<file path="config.mk">
export PLATFORM = sky130hd
export DESIGN_NAME = fault_annunciator_reaction
export DESIGN_NICKNAME = d
export VERILOG_FILES = /design/src/rtl/pin_sync.v /design/src/rtl/fault_annunciator_reaction.v
export VERILOG_INCLUDE_DIRS = /design/src /design/src/rtl
export SDC_FILE = /design/constraint.sdc
export NUM_CORES = 1
export LEC_CHECK = 0
export BUFFER_PORTS_ARGS = -buffer_cell sky130_fd_sc_hd__buf_2
export CELL_PAD_IN_SITES_DETAIL_PLACEMENT = 2
export CELL_PAD_IN_SITES_GLOBAL_PLACEMENT = 2
export CORE_MARGIN = 4
export CORE_UTILIZATION = 29
export DETAILED_ROUTE_END_ITERATION = 16
export PLACE_DENSITY_LB_ADDON = 0.3
export SYNTH_ARGS = -nofsm -noshare
export SYNTH_HDL_FRONTEND = slang
export SYNTH_HIERARCHICAL = 1
export SYNTH_SLANG_ARGS = --single-unit
</file>
<file path="constraint.sdc">
create_clock -name i_clk -period 1.6 [get_ports i_clk]
set_input_delay 0.32 -clock i_clk [delete_from_list [all_inputs] [get_ports i_clk]]
set_output_delay 0.32 -clock i_clk [all_outputs]
set_load 0.01 [all_outputs]
</file>
<file path="src/rtl/fault_annunciator_defs.vh">
`ifndef FAULT_ANNUNCIATOR_DEFS_VH
`define FAULT_ANNUNCIATOR_DEFS_VH

// APB register byte addresses.
`define ADDR_STATUS     12'h000
`define ADDR_MASK       12'h004
`define ADDR_CONTROL    12'h008
`define ADDR_ACTIVE     12'h00C
`define ADDR_CODE       12'h010
`define ADDR_TASKCFG    12'h014

// Fault bit positions shared by the status, mask and active registers.
`define F_TASK          0
`define F_WDOG          1
`define F_BUS           2
`define F_OVLD          3
`define F_FATAL         4
`define F_CYCSET        5
`define F_CYCTMO        6
`define F_LINK          7
`define F_NVM           8
`define NFAULT          9

// Control register bits.
`define C_ERRRST        0
`define C_PWRCYC        1

// Display character codes (ASCII).
`define CH_T            8'h74
`define CH_H            8'h48
`define CH_Y            8'h59
`define CH_E            8'h45
`define CH_F            8'h46
`define CH_9            8'h39
`define CH_1            8'h31
`define CH_2            8'h32
`define CH_3            8'h33
`define CH_0            8'h30
`define CH_BLANK        8'h20

// Sizes.
`define NTASK           4
`define NAXIS           16

`endif

</file>
<file path="src/rtl/pin_sync.v">
`timescale 1ns/1ps

// Three-stage synchroniser; the output changes once stages two and three agree.
module pin_sync #(
   parameter W = 1
) (
   // Clock and reset.
   input  wire         i_clk,
   input  wire         i_srst,
   // Data.
   input  wire [W-1:0] i_async,
   output reg  [W-1:0] o_sync
);
   reg [W-1:0] s1;
   reg [W-1:0] s2;
   reg [W-1:0] s3;

   // Stage one feeds only stage two, keeping metastability out of the compare.
   always @(posedge i_clk) begin
      if (i_srst) begin
         s1     <= {W{1'b0}};
         s2     <= {W{1'b0}};
         s3     <= {W{1'b0}};
         o_sync <= {W{1'b0}};
      end else begin
         s1 <= i_async;
         s2 <= s1;
         s3 <= s2;
         o_sync <= (s2 & ~(s2 ^ s3)) | (o_sync & (s2 ^ s3));
      end
   end
endmodule // pin_sync

</file>
<file path="src/rtl/fault_annunciator_reaction.v">
`timescale 1ns/1ps
`include "fault_annunciator_defs.vh"

// Behaviour
// - bad task condition data: tN, RUN, unit lamp, decelerate task
// - watchdog fault: HF, RUN and host lamp
// - bus fault: H9, host lamp, outputs off
// - host overload: HE, RUN and host lamp
// - fatal host fault: HH, host lamp, outputs off
// - bad cycle setting: Y1, only power cycle clears
// - cycle timing timeout: Y2, stop all axes now
// - link exchange fault: Y3, decelerate axis, reset clears
module fault_annunciator_reaction (
   // Clock and reset.
   input  wire        i_clk,
   input  wire        i_srst,
   // APB slave.
   input  wire        psel,
   input  wire        penable,
   input  wire        pwrite,
   input  wire [11:0] paddr,
   input  wire [31:0] pwdata,
   output reg  [31:0] prdata,
   output wire        pready,
   output wire        pslverr,
   // Fault event pins from outside the clock domain.
   input  wire        i_task_cond_bad,
   input  wire [1:0]  i_task_num,
   input  wire        i_host_wdog,
   input  wire        i_bus_fault,
   input  wire        i_host_overload,
   input  wire        i_host_fatal,
   input  wire        i_cycle_set_bad,
   input  wire        i_cycle_timeout,
   input  wire        i_link_fault,
   input  wire [3:0]  i_link_axis,
   input  wire        i_nvm_fault,
   // Power cycle marker, asserted once after power-up.
   input  wire        i_power_cycle,
   // Indicators and display.
   output reg         o_run_lamp,
   output reg         o_unit_fault_lamp,
   output reg         o_host_fault_lamp,
   output reg  [7:0]  o_code_char0,
   output reg  [7:0]  o_code_char1,
   // Protective reactions.
   output reg  [`NTASK-1:0] o_task_decel,
   output reg  [`NAXIS-1:0] o_axis_decel,
   output reg         o_stop_all,
   output reg         o_outputs_off,
   // Interrupt.
   output wire        o_irq
);
   // Synchronised fault pins. Task and axis numbers travel with their strobes.
   wire [9:0] ev_sync;
   wire [5:0] sel_sync;

   pin_sync #(.W(10)) u_sync_ev (
      .i_clk   (i_clk),
      .i_srst  (i_srst),
      .i_async ({i_power_cycle, i_nvm_fault, i_link_fault, i_cycle_timeout,
                 i_cycle_set_bad, i_host_fatal, i_host_overload, i_bus_fault,
                 i_host_wdog, i_task_cond_bad}),
      .o_sync  (ev_sync)
   );

   // Selector pins settle before their strobe, so sharing the latency keeps them paired.
   pin_sync #(.W(6)) u_sync_sel (
      .i_clk   (i_clk),
      .i_srst  (i_srst),
      .i_async ({i_link_axis, i_task_num}),
      .o_sync  (sel_sync)
   );

   // Rising-edge detect on synchronised levels; a held pin raises one event.
   // Reset leaves ev_prev low, the idle level of every pin, so no false edge follows.
   reg  [9:0] ev_prev;
   wire [9:0] ev_rise = ev_sync & ~ev_prev;
   wire       pwr_clr = ev_rise[`NFAULT]; // The power-cycle marker sits above the faults.

   always @(posedge i_clk) begin
      if (i_srst) begin
         ev_prev <= 10'h000;
      end else begin
         ev_prev <= ev_sync;
      end
   end

   // Register decode is shared by the access check and the write strobes.
   function reg_hit;
      input [11:0] addr;
      input [11:0] reg_addr;
      begin
         reg_hit = (addr == reg_addr);
      end
   endfunction

   // One-hot select for the task and axis reactions; unused upper bits stay low.
   function [`NAXIS-1:0] one_hot;
      input [3:0] index;
      begin
         one_hot = {{(`NAXIS-1){1'b0}}, 1'b1} << index;
      end
   endfunction

   // APB decode. Zero wait states; unmapped addresses answer with pslverr.
   wire apb_acc = psel & penable;
   wire apb_wr  = apb_acc & pwrite;
   wire mapped  = reg_hit(paddr, `ADDR_STATUS) | reg_hit(paddr, `ADDR_MASK) |
                  reg_hit(paddr, `ADDR_CONTROL) | reg_hit(paddr, `ADDR_ACTIVE) |
                  reg_hit(paddr, `ADDR_CODE) | reg_hit(paddr, `ADDR_TASKCFG);
   assign pready  = 1'b1;
   assign pslverr = apb_acc & ~mapped;

   // Write strobes, one per writable register; only the access phase acts.
   wire wr_status  = apb_wr & reg_hit(paddr, `ADDR_STATUS);
   wire wr_mask    = apb_wr & reg_hit(paddr, `ADDR_MASK);
   wire wr_control = apb_wr & reg_hit(paddr, `ADDR_CONTROL);

   // Control bits are single-cycle pulses; nothing of them is stored.
   wire err_reset = wr_control & pwdata[`C_ERRRST];
   wire sw_pwrcyc = wr_control & pwdata[`C_PWRCYC];
   wire any_pwr   = pwr_clr | sw_pwrcyc;

   // Latched faults, sticky status and mask.
   reg [`NFAULT-1:0] active;
   reg [`NFAULT-1:0] status;
   reg [`NFAULT-1:0] mask;
   reg [1:0]         task_id;
   reg [3:0]         axis_id;

   wire [`NFAULT-1:0] ev = ev_rise[`NFAULT-1:0];

   // Faults cleared by an error reset; cycle setting and encoder storage need power.
   wire [`NFAULT-1:0] fault_one  = {{(`NFAULT-1){1'b0}}, 1'b1};
   wire [`NFAULT-1:0] rst_clears = ~((fault_one << `F_CYCSET) | (fault_one << `F_NVM));

   // Task and axis selects decoded once for the reaction outputs.
   wire [`NAXIS-1:0] task_hot = one_hot({2'b00, task_id});
   wire [`NAXIS-1:0] axis_hot = one_hot(axis_id);

   // Latched faults. A new event in the clearing cycle stays set: set wins over clear.
   always @(posedge i_clk) begin
      if (i_srst) begin
         active <= {`NFAULT{1'b0}};
      end else if (any_pwr) begin
         active <= ev;
      end else if (err_reset) begin
         active <= (active & ~rst_clears) | ev;
      end else begin
         active <= active | ev;
      end
   end

   // Sticky status, cleared by writing ones; an event in the same cycle wins.
   always @(posedge i_clk) begin
      if (i_srst) begin
         status <= {`NFAULT{1'b0}};
      end else if (wr_status) begin
         status <= (status & ~pwdata[`NFAULT-1:0]) | ev;
      end else begin
         status <= status | ev;
      end
   end

   // Interrupt mask, of the same layout as the status register.
   always @(posedge i_clk) begin
      if (i_srst) begin
         mask <= {`NFAULT{1'b0}};
      end else if (wr_mask) begin
         mask <= pwdata[`NFAULT-1:0];
      end
   end

   // Task and axis numbers are captured with their own event only.
   always @(posedge i_clk) begin
      if (i_srst) begin
         task_id <= 2'h0;
         axis_id <= 4'h0;
      end else begin
         if (ev[`F_TASK]) begin
            task_id <= sel_sync[1:0];
         end
         if (ev[`F_LINK]) begin
            axis_id <= sel_sync[5:2];
         end
      end
   end

   // Level interrupt, high while any unmasked status bit is set.
   assign o_irq = |(status & mask);

   // Priority pick: output-off first, then stop-all, then host faults,
   // then the axis fault, the encoder storage fault and last the task fault.
   // Lamps follow the shown fault; a hidden lower fault shows once the higher clears.
   reg [7:0] next_c0;
   reg [7:0] next_c1;
   reg       next_run;
   reg       next_unit;
   reg       next_host;

   always @* begin
      next_c0   = `CH_BLANK;
      next_c1   = `CH_BLANK;
      next_run  = 1'b1;
      next_unit = 1'b0;
      next_host = 1'b0;
      if (active[`F_FATAL]) begin
         next_c0   = `CH_H;
         next_c1   = `CH_H;
         next_host = 1'b1;
      end else if (active[`F_BUS]) begin
         next_c0   = `CH_H;
         next_c1   = `CH_9;
         next_host = 1'b1;
      end else if (active[`F_CYCTMO]) begin
         next_c0   = `CH_Y;
         next_c1   = `CH_2;
         next_host = 1'b1;
      end else if (active[`F_CYCSET]) begin
         next_c0   = `CH_Y;
         next_c1   = `CH_1;
         next_host = 1'b1;
      end else if (active[`F_WDOG]) begin
         next_c0   = `CH_H;
         next_c1   = `CH_F;
         next_host = 1'b1;
      end else if (active[`F_OVLD]) begin
         next_c0   = `CH_H;
         next_c1   = `CH_E;
         next_host = 1'b1;
      end else if (active[`F_LINK]) begin
         next_c0   = `CH_Y;
         next_c1   = `CH_3;
         next_host = 1'b1;
      end else if (active[`F_NVM]) begin
         next_c0   = `CH_E;
         next_c1   = `CH_9;
         next_unit = 1'b1;
      end else if (active[`F_TASK]) begin
         // Task digit runs from one to four for task numbers zero to three.
         next_c0   = `CH_T;
         next_c1   = `CH_1 + {6'h00, task_id};
         next_unit = 1'b1;
      end
   end

   // Displayed code and lamps come from flip-flops.
   always @(posedge i_clk) begin
      if (i_srst) begin
         o_code_char0      <= `CH_BLANK;
         o_code_char1      <= `CH_BLANK;
         o_run_lamp        <= 1'b0;
         o_unit_fault_lamp <= 1'b0;
         o_host_fault_lamp <= 1'b0;
      end else begin
         o_code_char0      <= next_c0;
         o_code_char1      <= next_c1;
         o_run_lamp        <= next_run;
         o_unit_fault_lamp <= next_unit;
         o_host_fault_lamp <= next_host;
      end
   end

   // Reactions follow the latched faults, not the display, so a fault that is
   // hidden behind a higher code still acts on its own task or axis.
   always @(posedge i_clk) begin
      if (i_srst) begin
         o_task_decel  <= {`NTASK{1'b0}};
         o_axis_decel  <= {`NAXIS{1'b0}};
         o_stop_all    <= 1'b0;
         o_outputs_off <= 1'b0;
      end else begin
         o_outputs_off <= active[`F_BUS] | active[`F_FATAL];
         o_stop_all    <= active[`F_CYCTMO];
         o_task_decel  <= active[`F_TASK] ? task_hot[`NTASK-1:0] : {`NTASK{1'b0}};
         o_axis_decel  <= active[`F_LINK] ? axis_hot : {`NAXIS{1'b0}};
      end
   end

   // Register read mux. Control is write-only and reads as zero.
   reg [31:0] next_prdata;

   always @* begin
      next_prdata = 32'h00000000;
      case (paddr)
         `ADDR_STATUS:  next_prdata = {23'h000000, status};
         `ADDR_MASK:    next_prdata = {23'h000000, mask};
         `ADDR_ACTIVE:  next_prdata = {23'h000000, active};
         `ADDR_CODE:    next_prdata = {16'h0000, o_code_char0, o_code_char1};
         `ADDR_TASKCFG: next_prdata = {26'h0000000, axis_id, task_id};
         default:       next_prdata = 32'h00000000;
      endcase
   end

   // Read data is taken in the setup cycle, so it stands through the access phase.
   always @(posedge i_clk) begin
      if (i_srst) begin
         prdata <= 32'h00000000;
      end else if (psel && !penable && !pwrite) begin
         prdata <= next_prdata;
      end
   end
endmodule // fault_annunciator_reaction

</file>
Yosys cells after proc, flatten, opt, wreduce, memory -nomap -nowiden
Cells that the tools add are included.

word-level totals
  flip-flop bits (word level) = 180
  word-level logic and storage cells = 122
  output and inout bits = 76

cells by class
  bitwise logic cells = 37
  add/sub/neg operators = 1
  mux-type cells = 32
  reduce and logical (&&, ||, !) cells = 14
  eq/ne operators = 5
  shifts and indexed selects = 2

operators with widths
  cell                                                  count
  2-to-1 mux 7 bit                                      18
  one-hot mux 16 bit (5 select lines)                   1
  OR 9 bit                                              4
  AND 10 bit                                            3
  2-to-1 mux 9 bit                                      3
  equality test 12 x 4 -> 1 bit, second input constant  2
  equality test 12 x 5 -> 1 bit, second input constant  2
  inverter 10 bit                                       2
  AND 9 bit                                             2
  OR reduction 9 bit                                    2
  left shift 1 x 4 -> 16 bit, first input constant      1
  AND 6 bit                                             2
  equality test 12 x 3 -> 1 bit, second input constant  1
  zero test 12 bit                                      1
  2-to-1 mux 1 bit                                      10
  OR 10 bit                                             1
  OR reduction 10 bit                                   1
  bitwise XOR 10 bit                                    1
  inverter 9 bit                                        1
  AND 1 bit                                             8
  OR reduction 8 bit                                    1
  adder 6 x 2 -> 7 bit, first input constant            1
  OR 1 bit                                              7
  inverter 6 bit                                        1
  9 further kinds                                       15

Logic depth before layout (Yosys ltp)
  depth after elaboration = 10
  depth in mapped cells = 7

By module
The synthesis kept the hierarchy.

modules (own cells, without submodules)
  module                      seq. area each (sq um)  cells an instance  area each (sq um)  times used
  fault_annunciator_reaction  1861.8                  423                3812.4             1
  pin_sync (u_sync_ev)        800.8                   104                1146.1             1
  pin_sync (u_sync_sel)       480.5                   62                 720.7              1

Least setup slack after synthesis
OpenSTA, ideal clock, no wires.

  path type = input port to flip-flop
  from = input paddr[4]
  to = register prdata[4]
  slack = -35 ps
  required time = 1476 ps
  data arrival time = 1511 ps
  cell stages on the path = 5
  library setup time = 124 ps
  cells stage by stage = buf_2 -> clkbuf_1 -> mux2_2 -> a221oi_1 -> a21oi_1

on the way
  longest elaborated chain between the ends = 2
  elaborated cells on any way between the ends = 6
  those cells by class = eq/ne: 4; mux: 1; reduce/logical: 1

ends and longest elaborated chain
  item                                                         line                              text
  start: declaration                                           fault_annunciator_reaction.v:21   input wire [11:0] paddr,
  equality test 12 x 5 -> 1 bit, or another cell as far along  fault_annunciator_reaction.v:286  case (paddr)
  one-hot mux 16 bit (5 select lines) *                        fault_annunciator_reaction.v:286
  end signal: assignment                                       fault_annunciator_reaction.v:301  prdata <= next_prdata;
  end: declaration                                             fault_annunciator_reaction.v:23   output reg [31:0] prdata,

Every way passes the cells marked *; elsewhere a longest branch is shown, timed or not.
A chain may end at the register's enable or synchronous reset.

Worst setup path after layout
  from = register status[5]
  to = output o_irq

on the way
  longest elaborated chain between the ends = 2

ends and longest elaborated chain
  item                      line                              text
  start: declaration        fault_annunciator_reaction.v:127  reg [`NFAULT-1:0] status;
  start signal: assignment  fault_annunciator_reaction.v:158  status <= {`NFAULT{1'b0}};
  start signal: assignment  fault_annunciator_reaction.v:160  status <= (status & ~pwdata[`NFAULT-1:0]) | ev;
  start signal: assignment  fault_annunciator_reaction.v:162  status <= status | ev;
  AND 9 bit                 fault_annunciator_reaction.v:191  assign o_irq = |(status & mask);
  OR reduction 9 bit        fault_annunciator_reaction.v:191
  end: declaration          fault_annunciator_reaction.v:52   output wire o_irq

No other way between the ends.

==> run metrics <==
Worst-path clk slew 70 ps; Synth Instances 589; library cells used by synthesis 48; max-slew violations 0; GR Util All Layers between 10% and 20%; Worst-Skew Late Latency 430 ps; Power Density between 1000 and 1500 mW/mm2; Post-Route Skew 7.760 ps; synthesized area per cell 9.642 um2; CTS tree done; Via density around 4.7; die footprint 0.02189 mm2; Layout area overhead 26.53%; worst hold path class input pin to flop; Post-Place Worst Slack -237.3 ps; vias post-DR about 4.6k; Hold Vio Cnt, Final 0; most frequent cells in the layout dfxtp_1, buf_2, a21oi_1; largest net degree at the start of global routing 83; startpoint types flop; GRT overflow 0; failing checks negative setup slack; site row count 50; initial DRC count approximately 180; Port Buffers 95; max frequency 556.4 MHz; Ant. Diodes 0; first-pass GRT wire length 27260 um; Routed Antenna Nets 0; IO Count 141; Pleak 3.033 nW; fin worst setup slack -197.3 ps; DP HPWL 12520 um; vias in the first global route 5027; CTS Sinks 157; Tmin final 1797 ps; Initial Util 29.96%; drt wl/cell 17.48 um; CTS Buffer Depth 2; drt pass-1 iters 4; H-Tree Depth 4; slowest stage delay, CP 320 ps; share of cells above drive strength 1 a little over a quarter; most common cell after layout, fill and taps aside dfxtp_1; crit path capture type output port; initial antenna violation count 0; Post-DP Area 0.006497 mm2; smallest hold slack approximately 100 ps; mapped cell area around 0.0057 mm2; Final Setup Violations 2; period utilisation layout 112.3%; total wire length between 15000 and 20000 um; TritonCTS buffer count 17; DRC errors left 0; unrepaired setup endpoints after global routing true; maximum vdd drop 792.3 uV; status complete, but fails checks; worst path required time between 1000 and 1500 ps; critical path class flop to output port; register area share after synthesis about 55%; number of max-cap violations 0; CP max FO 2; gpl congestion 0.8366; Die W 147.9 um; Worst path slowest cell dfxtp_2; Worst Path Arrival 1480 ps; Final Cell Area 0.007186 mm2; die height 147.9 um; worst-path cell chain a22o_1 > a221oi_2 > nand3_1 > buf_2; Ys Warns 6; placed cell count 943; Layout Nets 770; Yosys reg bits roughly 160; Util after Layout 37.91%; Clock Tree Root clkbuf_16; final non-filler cell total 977; core area 0.01896 mm2
## power by group
part           internal, mW  switching [mW]  total (mW)
logic                 0.148           0.214       0.362
clock network          2.67            1.77        4.44
registers              3.97          0.0323        4.00
## layer usage
layer / GRT usage [%] / wire length [um] / share of wire [%]
met1: 19.10 / 7265 / 43
met5: 0 / 0 / 0
met3: 3.433 / 845 / 4.9
met2: 27.97 / 8677 / 51
met4: 5.543 / 292 / 1.7
## worst paths after layout
check | startpoint | end | slack [ps] | cells past startpoint
setup reg to reg | task_id[0] | o_code_char1[1] | 210 | 4
hold reg to reg | u_sync_ev/s1[3] | u_sync_ev/s2[3] | 430 | 1
setup / recovery | status[5] | o_irq | -200 | 4
hold / removal | i_link_axis[3] | u_sync_sel/s1[5] | 100 | 2
## what timing repair did
item / in CTS / in global routing
resized for setup: 5 / 1
hold endpoints to repair: 0 / 0
pin swaps: 2 / 2
setup buffers: 1 / 1
hold buffers: 0 / 0
setup endpoints to repair: 2 / 2
## cells by family after synthesis
kind of cell             count (synthesis)  share of synthesized area (%)
flip-flops                             157                          55.34
other                                    2                         0.1322
adder cells (fa/ha/maj)                  1                         0.2203
buffers and inverters                   67                          6.940
multiplexers                            19                          3.613
AND/OR/NAND/NOR                        219                          20.97
AO/OA/AOI/OAI                          124                          12.78
## cell usage after synthesis (all sizes together)
cell type / number / area, um2
nand3b: 1 / 7.510
mux2i: 7 / 70.07
nand2b: 14 / 87.58
o32ai: 2 / 17.52
and4b: 1 / 10.01
nor2b: 60 / 392.9
a22oi: 3 / 22.52
or4: 1 / 11.26
buf: 39 / 287.8
mux2: 12 / 135.1
a221oi: 7 / 61.31
and2b: 4 / 30.03
inv: 13 / 48.80
conb: 2 / 7.510
nor4b: 1 / 8.760
a211oi: 2 / 15.01
or2: 2 / 12.51
nand2: 48 / 180.2
nor4: 4 / 37.53
a22o: 2 / 17.52
a21oi: 55 / 275.3
or3: 3 / 18.77
clkbuf: 15 / 57.55
o211a: 1 / 10.01
nor3: 12 / 71.32
nor2: 31 / 116.4
and3: 5 / 31.28
nor3b: 1 / 7.510
dfxtp: 157 / 3143
ha: 1 / 12.51
o2bb2ai: 9 / 78.83
and2: 3 / 18.77
and4: 1 / 8.760
a31oi: 1 / 6.260
nand4: 4 / 25.02
nand3: 23 / 115.1
a2111oi: 1 / 8.760
o21ai: 39 / 195.2
a222oi: 1 / 10.01
o21bai: 1 / 7.510
## stage by stage
step                      power, mW  TNS (ps)
after floorplan               4.317         0
after global placement        4.431     -2948
after detailed placement      4.450     -4723
after CTS                     8.904    -372.4
after global routing          9.161    -510.9
final                         8.807    -345.2
## area by class of cell
type / count / area (um2)
flip-flops and latches: 157 / 3146
clock buffers: 17 / 425.4
well taps: 260 / 325.3
clock inverters: 15 / 219.0
repair buffers: 130 / 784.5
fillers: 2094 / 11770
inverters: 13 / 48.80
multi-input cells: 385 / 2237
## worst max-delay path, delay by kind of cell, from the launching register on
family | cells | cell delay [ps]
AOI/OAI and AO/OA | 2 | 460
buffers and inverters | 1 | 160
DFF | 1 | 320
and+or+nand+nor | 1 | 110
(Power assumes the default switching activity.)
